### src/verilog/lbe_regs.svh
// register offsets, field positions, reset values and cycle counts
`ifndef LBE_REGS_SVH
`define LBE_REGS_SVH

// ==========================================================================
// register map (byte offsets, address bits 11:2 decoded)
`define LBE_OFF_CMD      12'h000
`define LBE_OFF_INSTR    12'h004
`define LBE_OFF_PC       12'h008
`define LBE_OFF_FLAGS    12'h00C
`define LBE_OFF_STATUS   12'h010
`define LBE_OFF_SP       12'h014
`define LBE_OFF_RF_BASE  12'h100
`define LBE_OFF_RF_LAST  12'h13C
`define LBE_RF_DEPTH     16

// ==========================================================================
// flags register fields
`define LBE_FLG_C        7
`define LBE_FLG_N        6
`define LBE_FLG_Z        5
`define LBE_FLG_V        4
`define LBE_FLG_IEL      3
`define LBE_FLG_IEH      2
`define LBE_FLAGS_RST    8'h00
`define LBE_ENALL_VALUE  8'h0C
`define LBE_IEH_MASK     8'h04
`define LBE_IEL_MASK     8'h08

// ==========================================================================
// status fields
`define LBE_STS_BUSY     0
`define LBE_STS_BAD      1

// ==========================================================================
// opcodes
`define LBE_OP_DECJ_A    8'hBA
`define LBE_OP_DECJ_B    8'hCA
`define LBE_OP_DSUB_BA   8'h6F
`define LBE_OP_DSUB_RA   8'h1F
`define LBE_OP_DSUB_RB   8'h3F
`define LBE_OP_DSUB_RR   8'h4F
`define LBE_OP_DSUB_IA   8'h2F
`define LBE_OP_DSUB_IB   8'h5F
`define LBE_OP_DSUB_IR   8'h7F
`define LBE_OP_EXT       8'hF0
`define LBE_OP_ENALL2    8'h0C

// ==========================================================================
// execution cycle counts
`define LBE_CYC_DECJ     4'd10
`define LBE_CYC_DSUB_BA  4'd10
`define LBE_CYC_DSUB_RA  4'd9
`define LBE_CYC_DSUB_RB  4'd9
`define LBE_CYC_DSUB_RR  4'd11
`define LBE_CYC_DSUB_IA  4'd8
`define LBE_CYC_DSUB_IB  4'd8
`define LBE_CYC_DSUB_IR  4'd10
`define LBE_CYC_ENALL    4'd6

`endif

### src/verilog/lbe_pkg.sv
// types shared by the execution block
package lbe_pkg;

    typedef enum logic [2:0] {
        ph_idle,
        ph_exec,
        ph_irq_push,
        ph_irq_mask,
        ph_pop
    } lbe_state_e;

    typedef enum logic [1:0] {
        cmd_exec,
        cmd_irq_entry,
        cmd_return,
        cmd_pop_flags
    } lbe_cmd_e;

    typedef enum logic [1:0] {
        k_bad,
        k_decj,
        k_dsub,
        k_enall
    } lbe_kind_e;

endpackage

### src/verilog/lbe_bcd_sub.sv
// packed bcd subtract with no-borrow carry
`timescale 1ns/100ps
`default_nettype none
module lbe_bcd_sub
    import lbe_pkg::*;
(
    input  wire logic [7:0] dst,
    input  wire logic [7:0] src,
    input  wire logic       carry_in,
    output logic      [7:0] result,
    output logic            carry_out
);
    logic [4:0] lo;
    logic [4:0] hi;
    logic [3:0] lo_adj;
    logic [3:0] hi_adj;

    // carry in is a no-borrow bit, so borrow-in is its inverse
    always_comb begin
        lo     = {1'b0, dst[3:0]} - {1'b0, src[3:0]} - {4'h0, ~carry_in};
        lo_adj = lo[4] ? lo[3:0] - 4'h6 : lo[3:0];
        hi     = {1'b0, dst[7:4]} - {1'b0, src[7:4]} - {4'h0, lo[4]};
        hi_adj = hi[4] ? hi[3:0] - 4'h6 : hi[3:0];
        result    = {hi_adj, lo_adj};
        carry_out = ~hi[4];
    end
endmodule // lbe_bcd_sub
`default_nettype wire

### src/verilog/lbe_exec.sv
// ahb-lite execution unit for loop, decimal subtract and enable-all ops
//
// Implementation choices: the register addresses and register access over AHB-Lite.
`timescale 1ns/100ps
`default_nettype none
`include "lbe_regs.svh"
module lbe_exec
    import lbe_pkg::*;
(
    input  wire logic        hclk,
    input  wire logic        hresetn,
    input  wire logic        hsel,
    input  wire logic [31:0] haddr,
    input  wire logic [1:0]  htrans,
    input  wire logic        hwrite,
    input  wire logic [2:0]  hsize,
    input  wire logic [31:0] hwdata,
    input  wire logic        hready,
    output logic      [31:0] hrdata,
    output logic             hreadyout,
    output logic             hresp,
    output logic             high_level_irq_enable,
    output logic             low_level_irq_enable
);
    // ======================================================================
    // state
    lbe_state_e  state_ff;
    logic [3:0]  cnt_ff;
    logic [31:0] instr_ff;
    logic [15:0] pc_ff;
    logic [7:0]  flags_ff;
    logic [7:0]  sp_ff;
    logic        bad_ff;
    logic [7:0]  rf_ff [`LBE_RF_DEPTH];
    logic        wr_pend_ff;
    logic [11:0] wr_addr_ff;
    logic [31:0] hrdata_ff;

    logic        addr_ok;
    logic        wr_go;
    logic        idle;
    logic        commit;
    lbe_kind_e   kind;
    logic [3:0]  cycles;
    logic [3:0]  d_idx;
    logic [7:0]  d_val;
    logic [7:0]  s_val;
    logic [7:0]  dj_val;
    logic [7:0]  bcd_res;
    logic        bcd_c;
    logic        rf_we;
    logic [3:0]  rf_wa;
    logic [7:0]  rf_wd;
    logic [3:0]  sp_up;

    // ======================================================================
    // decode
    function automatic lbe_kind_e kind_of(input logic [7:0] op0,
                                          input logic [7:0] op1);
        if (op0 == `LBE_OP_DECJ_A || op0 == `LBE_OP_DECJ_B) begin
            return k_decj;
        end else if (op0 == `LBE_OP_DSUB_BA || op0 == `LBE_OP_DSUB_RA ||
                     op0 == `LBE_OP_DSUB_RB || op0 == `LBE_OP_DSUB_RR ||
                     op0 == `LBE_OP_DSUB_IA || op0 == `LBE_OP_DSUB_IB ||
                     op0 == `LBE_OP_DSUB_IR) begin
            return k_dsub;
        end else if (op0 == `LBE_OP_EXT && op1 == `LBE_OP_ENALL2) begin
            return k_enall;
        end else begin
            return k_bad;
        end
    endfunction

    function automatic logic [3:0] cycles_of(input logic [7:0] op0);
        case (op0)
            `LBE_OP_DECJ_A,
            `LBE_OP_DECJ_B:  cycles_of = `LBE_CYC_DECJ;
            `LBE_OP_DSUB_BA: cycles_of = `LBE_CYC_DSUB_BA;
            `LBE_OP_DSUB_RA: cycles_of = `LBE_CYC_DSUB_RA;
            `LBE_OP_DSUB_RB: cycles_of = `LBE_CYC_DSUB_RB;
            `LBE_OP_DSUB_RR: cycles_of = `LBE_CYC_DSUB_RR;
            `LBE_OP_DSUB_IA: cycles_of = `LBE_CYC_DSUB_IA;
            `LBE_OP_DSUB_IB: cycles_of = `LBE_CYC_DSUB_IB;
            `LBE_OP_DSUB_IR: cycles_of = `LBE_CYC_DSUB_IR;
            default:         cycles_of = `LBE_CYC_ENALL;
        endcase
    endfunction

    assign kind   = kind_of(instr_ff[7:0], instr_ff[15:8]);
    assign cycles = cycles_of(instr_ff[7:0]);
    assign idle   = (state_ff == ph_idle);
    assign commit = (state_ff == ph_exec) && (cnt_ff == 4'd1);
    assign sp_up  = sp_ff[3:0] + 4'd1;

    // operand routing: A is file entry 0, B is entry 1
    always_comb begin
        d_idx = 4'd0;
        s_val = rf_ff[instr_ff[19:16]];
        case (instr_ff[7:0])
            `LBE_OP_DECJ_B,
            `LBE_OP_DSUB_RB: d_idx = 4'd1;
            `LBE_OP_DSUB_BA: s_val = rf_ff[1];
            `LBE_OP_DSUB_RR: d_idx = instr_ff[27:24];
            `LBE_OP_DSUB_IA: s_val = instr_ff[23:16];
            `LBE_OP_DSUB_IB: begin
                d_idx = 4'd1;
                s_val = instr_ff[23:16];
            end
            `LBE_OP_DSUB_IR: begin
                d_idx = instr_ff[27:24];
                s_val = instr_ff[23:16];
            end
            default: d_idx = 4'd0;
        endcase
    end

    assign d_val  = rf_ff[d_idx];
    assign dj_val = d_val - 8'h01;

    // immediate zero with carry set yields the destination itself
    lbe_bcd_sub u_bcd (
        .dst       (d_val),
        .src       (s_val),
        .carry_in  (flags_ff[`LBE_FLG_C]),
        .result    (bcd_res),
        .carry_out (bcd_c)
    );

    // ======================================================================
    // ahb-lite slave: zero wait states, always okay
    assign addr_ok = hsel && htrans[1] && hready;
    assign wr_go   = wr_pend_ff && idle;

    function automatic logic [31:0] rd_mux(input logic [11:0] a);
        if (a == `LBE_OFF_INSTR) begin
            return instr_ff;
        end else if (a == `LBE_OFF_PC) begin
            return {16'h0000, pc_ff};
        end else if (a == `LBE_OFF_FLAGS) begin
            return {24'h00_0000, flags_ff};
        end else if (a == `LBE_OFF_STATUS) begin
            return {30'h0000_0000, bad_ff, ~idle};
        end else if (a == `LBE_OFF_SP) begin
            return {24'h00_0000, sp_ff};
        end else if (a >= `LBE_OFF_RF_BASE && a <= `LBE_OFF_RF_LAST) begin
            return {24'h00_0000, rf_ff[a[5:2]]};
        end else begin
            return 32'h0000_0000;
        end
    endfunction

    always_ff @(posedge hclk or negedge hresetn) begin
        if (!hresetn) begin
            wr_pend_ff <= 1'b0;
            wr_addr_ff <= 12'h000;
        end else begin
            wr_pend_ff <= addr_ok && hwrite;
            if (addr_ok) begin
                wr_addr_ff <= {haddr[11:2], 2'b00};
            end
        end
    end

    always_ff @(posedge hclk or negedge hresetn) begin
        if (!hresetn) begin
            hrdata_ff <= 32'h0000_0000;
        end else if (addr_ok && !hwrite) begin
            hrdata_ff <= rd_mux({haddr[11:2], 2'b00});
        end
    end

    assign hrdata    = hrdata_ff;
    assign hreadyout = 1'b1;
    assign hresp     = 1'b0;

    // ======================================================================
    // sequencer
    always_ff @(posedge hclk or negedge hresetn) begin
        if (!hresetn) begin
            state_ff <= ph_idle;
            cnt_ff   <= 4'd0;
        end else begin
            case (state_ff)
                ph_idle: begin
                    if (wr_go && wr_addr_ff == `LBE_OFF_CMD) begin
                        case (lbe_cmd_e'(hwdata[1:0]))
                            cmd_exec: begin
                                if (kind != k_bad) begin
                                    state_ff <= ph_exec;
                                    cnt_ff   <= cycles;
                                end
                            end
                            cmd_irq_entry: state_ff <= ph_irq_push;
                            default:       state_ff <= ph_pop;
                        endcase
                    end
                end
                ph_exec: begin
                    cnt_ff <= cnt_ff - 4'd1;
                    if (cnt_ff == 4'd1) begin
                        state_ff <= ph_idle;
                    end
                end
                ph_irq_push: state_ff <= ph_irq_mask;
                default:     state_ff <= ph_idle;
            endcase
        end
    end

    // bad opcode: sticky, write one to clear, a new fault wins
    always_ff @(posedge hclk or negedge hresetn) begin
        if (!hresetn) begin
            bad_ff <= 1'b0;
        end else if (wr_go && wr_addr_ff == `LBE_OFF_CMD &&
                     hwdata[1:0] == 2'b00 && kind == k_bad) begin
            bad_ff <= 1'b1;
        end else if (wr_go && wr_addr_ff == `LBE_OFF_STATUS &&
                     hwdata[`LBE_STS_BAD]) begin
            bad_ff <= 1'b0;
        end
    end

    always_ff @(posedge hclk or negedge hresetn) begin
        if (!hresetn) begin
            instr_ff <= 32'h0000_0000;
        end else if (wr_go && wr_addr_ff == `LBE_OFF_INSTR) begin
            instr_ff <= hwdata;
        end
    end

    // pc holds the next-instruction address of the loaded instruction
    always_ff @(posedge hclk or negedge hresetn) begin
        if (!hresetn) begin
            pc_ff <= 16'h0000;
        end else if (commit && kind == k_decj && dj_val != 8'h00) begin
            pc_ff <= pc_ff + {{8{instr_ff[31]}}, instr_ff[31:24]};
        end else if (wr_go && wr_addr_ff == `LBE_OFF_PC) begin
            pc_ff <= hwdata[15:0];
        end
    end

    // decrement-jump has no arm here, so it never touches the flags
    always_ff @(posedge hclk or negedge hresetn) begin
        if (!hresetn) begin
            flags_ff <= `LBE_FLAGS_RST;
        end else if (commit && kind == k_dsub) begin
            flags_ff[`LBE_FLG_C] <= bcd_c;
            flags_ff[`LBE_FLG_N] <= bcd_res[7];
            flags_ff[`LBE_FLG_Z] <= (bcd_res == 8'h00);
        end else if (commit && kind == k_enall) begin
            flags_ff <= `LBE_ENALL_VALUE;
        end else if (state_ff == ph_irq_mask) begin
            flags_ff <= flags_ff & ~(`LBE_IEH_MASK | `LBE_IEL_MASK);
        end else if (state_ff == ph_pop) begin
            flags_ff <= rf_ff[sp_ff[3:0]];
        end else if (wr_go && wr_addr_ff == `LBE_OFF_FLAGS) begin
            flags_ff <= hwdata[7:0];
        end
    end

    assign high_level_irq_enable = flags_ff[`LBE_FLG_IEH];
    assign low_level_irq_enable  = flags_ff[`LBE_FLG_IEL];

    always_ff @(posedge hclk or negedge hresetn) begin
        if (!hresetn) begin
            sp_ff <= 8'h00;
        end else if (state_ff == ph_irq_push) begin
            sp_ff <= sp_ff + 8'h01;
        end else if (state_ff == ph_pop) begin
            sp_ff <= sp_ff - 8'h01;
        end else if (wr_go && wr_addr_ff == `LBE_OFF_SP) begin
            sp_ff <= hwdata[7:0];
        end
    end

    // ======================================================================
    // register file, stack shares it
    always_comb begin
        rf_we = 1'b0;
        rf_wa = d_idx;
        rf_wd = bcd_res;
        if (commit && kind == k_decj) begin
            rf_we = 1'b1;
            rf_wd = dj_val;
        end else if (commit && kind == k_dsub) begin
            rf_we = 1'b1;
        end else if (state_ff == ph_irq_push) begin
            rf_we = 1'b1;
            rf_wa = sp_up;
            rf_wd = flags_ff;
        end else if (wr_go && wr_addr_ff >= `LBE_OFF_RF_BASE &&
                     wr_addr_ff <= `LBE_OFF_RF_LAST) begin
            rf_we = 1'b1;
            rf_wa = wr_addr_ff[5:2];
            rf_wd = hwdata[7:0];
        end
    end

    always_ff @(posedge hclk or negedge hresetn) begin
        if (!hresetn) begin
            for (int i = 0; i < `LBE_RF_DEPTH; i++) begin
                rf_ff[i] <= 8'h00;
            end
        end else if (rf_we) begin
            rf_ff[rf_wa] <= rf_wd;
        end
    end
endmodule // lbe_exec
`default_nettype wire

### config.mk
export PLATFORM = sky130hd
export DESIGN_NAME = lbe_exec
export DESIGN_NICKNAME = d
export VERILOG_FILES = /design/src/verilog/lbe_pkg.sv /design/src/verilog/lbe_bcd_sub.sv /design/src/verilog/lbe_exec.sv
export VERILOG_INCLUDE_DIRS = /design/src /design/src/verilog
export SDC_FILE = /design/constraint.sdc
export NUM_CORES = 1
export LEC_CHECK = 0
export BUFFER_PORTS_ARGS = -buffer_cell sky130_fd_sc_hd__buf_2
export CORE_MARGIN = 4
export CORE_UTILIZATION = 25
export CTS_BUF_LIST = sky130_fd_sc_hd__clkbuf_2
export DETAILED_ROUTE_END_ITERATION = 10
export GPL_TIMING_DRIVEN = 1
export SLEW_MARGIN = 20
export SYNTH_ARGS = -nofsm -noshare
export SYNTH_HDL_FRONTEND = slang
export SYNTH_SLANG_ARGS = --single-unit
### constraint.sdc
create_clock -name hclk -period 9 [get_ports hclk]
set_input_delay 2.25 -clock hclk [delete_from_list [all_inputs] [get_ports hclk]]
set_output_delay 2.25 -clock hclk [all_outputs]
set_load 0.02 [all_outputs]
==> metrics.txt, run 1 <==
initial antenna violation count=4; CTS Root Cell=clkbuf_2; final net count=1636; final WL=54.0 mm; largest family of logic cells by synthesized area=multiplexers; hold-fix buffers at CTS=0; slowest CP cell=mux2i_2; CTS max path bufs=3; Final Critical Period=7.79 ns; Synth Net Count=1540; detailed-route DRC error count=0; row cnt=93; grt total ovfl=0; mux cell area share after synthesis=0.331; Die X=264 um; Mapped Avg Cell Area=11.4 um2; Primary FF master, synth=dfrtp_1; dpl hpwl=37.2 mm; die height=264 um; endpoints failing setup=0; Vias/cell=5.43; synthesized cell area=16300 um2; Synth Instances=1430; P&R area growth vs syn=12.5%; Max Freq=128 MHz; Worst VDD drop=0.240 mV; worst slew pin tran=1.16 ns; Post-Route Utilization=0.284; synth unique cells=81; Post-synth EDFFs=0; Hold/Removal Path Class=reg2reg; Routed WL per cell=22.2 um; vias in the first global route=13.4k; CTS Buf Count=68; total power=5.16 mW; Buffers on Ports=81; critical path class=reg2reg; Synth Area in Compound Gates=0.113; Total GRT Usage=0.153; Worst path most repeated cell=fa_1; FF+latch count, synth=243; RePlAce Congestion=0.903; max_slew headroom=0.227; TritonCTS Sinks=243; slowest stage delay, CP=0.71 ns; post-CTS sizing=0; Initial DRT Pass Iterations=6; initial core utilization=0.253; Hold Vio Cnt, Final=0; outcome=completed; cell taking the most area after synthesis=dfrtp_1; first-pass GRT wire length=82.6 mm; worst-skew pair later-pin latency=1.05 ns; xor/xnor cell area share of the yosys netlist=0.0187; post-route ant nets=0; ranking of synthesized cells by instance count=dfrtp_1, mux2_2, nand2_1, mux4_2, nor2_1; DIE AREA=69500 um2; Max H-tree Level=3; CP Max Fanout=16; Reg area=6090 um2; Final Max Tran Viols=0; period utilization=0.865; required time worst endpoint=9.94 ns; Seq/Total Area, Yosys=0.372; crit path DAT=8.72 ns; Synth area leaders=dfrtp_1, mux4_2, mux2_2; largest net degree at the start of global routing=119; PD cells=281 nW/um2; total core area=64600 um2; I/O pins=110; async set or reset register ratio after synthesis=1.00; RSZ-0062 raised after global routing=false; CTS clk-pin slew, worst paths=0.09 ns; Layout Skew=0.115 ns; most frequent cell after synthesis=dfrtp_1; leak pwr=7.56 nW; vias=13.2k; share of layout cells above drive strength 1=0.344; Yosys warnings=0; Synth Area in Simple Gates=0.0987; area share of fa/ha/maj cells after synthesis=0.0299; # Max-Cap Violations=0; CTS tree=built; fillers=6640; Worst setup EP type=flip-flop; Iteration-0 DRC Markers=1627; critical path launch point type=flip-flop; setup TNS=0 ns; setup bufs post-CTS=0; multi-input logic area=9710 um2; area fraction of the dominant cell type after synthesis=0.372
[final timing paths]
check | end | depth (start not counted) | startpoint | slack (ns)
setup / recovery | rf_ff[95] | 27 | instr_ff[4] | 1.21
hold / removal | hrdata[25] | 2 | hrdata[25] | 0.48
setup reg to reg | rf_ff[95] | 27 | instr_ff[4] | 1.21
hold reg to reg | hrdata[25] | 2 | hrdata[25] | 0.48
max in group asynchronous | wr_addr_ff[4] | 2 | hresetn | 6.34
min in group asynchronous | instr_ff[2] | 1 | hresetn | 1.32
[layout by cell type, fill, tap and decap left out, drive strengths merged, types with 8 or more instances in the layout]
cell type / instances
xor2: 9
mux2i: 62
clkinv: 16
o22ai: 11
a21oi: 50
xnor2: 25
a31oi: 8
nand2: 141
nand2b: 10
ha: 31
mux2: 174
mux4: 125
a221o: 8
a211oi: 14
a221oi: 10
a22oi: 24
o21ai: 76
and2: 14
clkbuf: 93
o221ai: 17
inv: 49
nand3: 16
dfrtp: 243
nor3: 25
buf: 122
nor2: 85
[stage by stage]
stage	setup slack (ns)	area, um2	std cells	hold WS [ns]
after global routing	0.593	18400	2426	0.508
after CTS	1.14	18400	2424	0.486
after detailed placement	1.13	17800	2311	0.466
after global placement	1.28	17700	2311	0.457
after floorplan	2.61	16300	1430	0.471
final	1.21	18400	2426	0.479
[worst max-delay path: cells and delay by family (launching register included)]
kind | cells | cell delay (ns)
XOR/XNOR | 4 | 1.29
AO/OA/AOI/OAI | 4 | 1.07
buffers and inverters | 3 | 0.40
flip-flops | 1 | 0.61
multiplexers | 4 | 1.15
adder cells (fa/ha/maj) | 4 | 1.56
AND/OR/NAND/NOR | 8 | 1.66
[registers in the layout, summed over array words and instances (netlist names)]
register / count
state_ff: 3
wr_addr_ff: 10
bad_ff: 1
pc_ff: 16
flags_ff: 8
hrdata: 32
wr_pend_ff: 1
rf_ff: 128
instr_ff: 32
sp_ff: 8
cnt_ff: 4
[cells by family (layout without fill, tap and decap cells)]
group | Yosys count | in the layout
other | 2 | 4
AO/OA/AOI/OAI | 270 | 270
multiplexers | 361 | 361
adder cells (fa/ha/maj) | 36 | 36
buffers and inverters | 143 | 282
flip-flops | 243 | 243
AND/OR/NAND/NOR | 341 | 341
XOR/XNOR | 34 | 34
[cell type report]
class,count,area share
multi-input combinational,1044,0.528
antenna,2,0.000272
clock inverter,20,0.00749
clock buffer,93,0.0253
tap,855,0.0582
inverter,47,0.00960
sequential,243,0.331
timing repair buffer,122,0.0396
[report_power, final]
| part | leakage (nW) | switching, mW | internal, mW |
|---|---|---|---|
| Clock | 0.453 | 0.505 | 0.336 |
| Sequential | 3.11 | 0.297 | 1.29 |
| Combinational | 4.00 | 1.55 | 1.18 |
| Total | 7.56 | 2.35 | 2.81 |
[per-layer routing]
layer	share of wire	vias to the layer above	wire length, um	global-route usage
met5	0.00052	-	28	0
met4	0.043	6	2330	0.0715
met3	0.091	157	4930	0.0446
met2	0.47	679	25400	0.245
met1	0.39	6669	21300	0.191
li1	-	5673	-	-
(Power assumes the default switching activity.)
==> inputs of run 2 (changes only) <==
--- a/config.mk
+++ b/config.mk
@@ -9,7 +9,6 @@
 export BUFFER_PORTS_ARGS = -buffer_cell sky130_fd_sc_hd__buf_2
 export CORE_MARGIN = 4
 export CORE_UTILIZATION = 25
-export CTS_BUF_LIST = sky130_fd_sc_hd__clkbuf_2
 export DETAILED_ROUTE_END_ITERATION = 10
 export GPL_TIMING_DRIVEN = 1
 export SLEW_MARGIN = 20
==> run 2 against run 1 <==
Non-clock buffer count stayed put. Largest power group unchanged. Design area is 1.9% higher. Worst setup slack worse by 0.033 ns. Clock power grew 43%. Total power up 7.0%. Largest cell class unchanged. Critical path depth did not move.
==> metrics.txt, run 2 (synthesis gave the netlist of run 1 again) <==
hold-fix buffers at CTS=0 (unchanged); total core area=64600 um2 (unchanged); worst slew pin tran=1.13 ns (was 1.16 ns); post-route ant nets=0 (unchanged); Max H-tree Level=1 (was 3); fillers=6590 (was 6640); final WL=53.6 mm (was 54.0 mm); grt total ovfl=0 (unchanged); die height=264 um (unchanged); outcome=completed (unchanged); CTS clk-pin slew, worst paths=0.06 ns (was 0.09 ns); Die X=264 um (unchanged); post-CTS sizing=0 (unchanged); required time worst endpoint=9.53 ns (was 9.94 ns); Routed WL per cell=22.7 um (was 22.2 um); DIE AREA=69500 um2 (unchanged); crit path DAT=8.35 ns (was 8.72 ns); period utilization=0.869 (was 0.865); Worst VDD drop=0.239 mV (was 0.240 mV); vias=12.9k (was 13.2k); detailed-route DRC error count=0 (unchanged); largest net degree at the start of global routing=119 (unchanged); leak pwr=7.57 nW (was 7.56 nW); critical path class=reg2reg (unchanged); Vias/cell=5.47 (was 5.43); final net count=1597 (was 1636); initial antenna violation count=5 (was 4); setup bufs post-CTS=0 (unchanged); CTS Root Cell=clkbuf_16 (was clkbuf_2); critical path launch point type=flip-flop (unchanged); RSZ-0062 raised after global routing=false (unchanged); most common cell after layout, fill and taps aside=dfrtp_1 (unchanged); Largest register FFs=128 (unchanged); row cnt=93 (unchanged); CTS max path bufs=3 (unchanged); Total GRT Usage=0.150 (was 0.153); Buffers on Ports=81 (unchanged); PD cells=295 nW/um2 (was 281 nW/um2); # Max-Cap Violations=0 (unchanged); Layout Skew=0.0388 ns (was 0.115 ns); worst-skew pair later-pin latency=0.60 ns (was 1.05 ns); Initial DRT Pass Iterations=6 (unchanged); Iteration-0 DRC Markers=1515 (was 1627); Hold Vio Cnt, Final=0 (unchanged); share of layout cells above drive strength 1=0.322 (was 0.344); Max Freq=128 MHz (about the same); setup TNS=0 ns (unchanged); dpl hpwl=37.2 mm (unchanged); TritonCTS Sinks=243 (unchanged); vias in the first global route=13.1k (was 13.4k); Final Max Tran Viols=0 (unchanged); total power=5.52 mW (was 5.16 mW); most frequent cells in the layout=dfrtp_1, mux2_2, nand2_1 (unchanged); Final Critical Period=7.82 ns (was 7.79 ns); Hold/Removal Path Class=reg2reg (unchanged); RePlAce Congestion=0.903 (unchanged); endpoints failing setup=0 (unchanged); CTS Buf Count=29 (was 68); CTS tree=built (unchanged); most flop-heavy register=rf_ff (unchanged); CP Max Fanout=16 (unchanged); Worst setup EP type=flip-flop (unchanged); first-pass GRT wire length=82.1 mm (was 82.6 mm); P&R area growth vs syn=14.6% (was 12.5%); initial core utilization=0.253 (unchanged); I/O pins=110 (unchanged); max_slew headroom=0.244 (was 0.227)
run 2: metrics by stage:
stage          setup slack [ns]  instance area [um2]  hold WS, ns   util  instances
2_1_floorplan              2.61                16300        0.471      -       1430
3_3_place_gp               1.28                17700        0.457  0.275       2311
3_5_place_dp               1.13                17800        0.466  0.275       2311
4_1_cts                    1.14                18700        0.478  0.290       2363
5_1_grt                   0.607                18700        0.501  0.290       2364
6_report                   1.18                18700        0.471  0.290       2364
run 2: worst max-delay path, stage by stage, from the launching register on:
cell and delay [ns]:
dfrtp_1 0.59, inv_1 0.18, nor4_4 0.54, nand4_1 0.59, o22ai_1 0.37, nor3_1 0.08, o21ai_1 0.44, inv_1 0.20
fa_1 0.50, inv_1 0.10, fa_1 0.21, nand2_1 0.06, a21oi_1 0.17, xnor2_1 0.24, inv_1 0.11, fa_1 0.42
fa_1 0.43, nand2_1 0.10, a21oi_1 0.08, xnor2_1 0.46, nor2_1 0.11, xnor2_1 0.38, and3_1 0.22, mux2i_1 0.07
nand2_1 0.08, mux2i_1 0.08, mux2i_2 0.69, mux2_2 0.30
run 2: final timing paths:
| check | from | to | slack [ns] | cells past startpoint |
|---|---|---|---|---|
| max in group asynchronous | hresetn | sp_ff[0] | 5.92 | 2 |
| setup / recovery | instr_ff[6] | rf_ff[55] | 1.18 | 27 |
| min in group asynchronous | hresetn | instr_ff[3] | 1.75 | 1 |
| setup reg to reg | instr_ff[6] | rf_ff[55] | 1.18 | 27 |
| hold / removal | hrdata[25] | hrdata[25] | 0.47 | 2 |
| hold reg to reg | hrdata[25] | hrdata[25] | 0.47 | 2 |
run 2: per-layer routing:
metal,share of wire,global-route usage,routed length [um],vias up
met5,0.00078,0,42,-
met4,0.040,0.0588,2130,8
met3,0.086,0.0358,4620,134
met2,0.47,0.245,25400,628
met1,0.40,0.192,21500,6612
li1,-,-,-,5553
run 2: area by class of cell:
type,count,area [um2],share of cell area
Antenna cell,1,2.50,0.000134
Sequential cell,243,6090,0.325
Tap cell,855,1070,0.0571
Clock inverter,11,131,0.00702
Timing Repair Buffer,122,727,0.0388
Multi-Input combinational cell,1044,9710,0.518
Clock buffer,41,821,0.0438
Inverter,47,176,0.00942
run 2: report_power, final:
| group | internal (mW) | total (mW) | leakage [nW] | switching, mW |
|---|---|---|---|---|
| logic | 1.18 | 2.73 | 4.00 | 1.55 |
| registers | 1.29 | 1.59 | 3.11 | 0.296 |
| clock network | 0.693 | 1.20 | 0.460 | 0.504 |
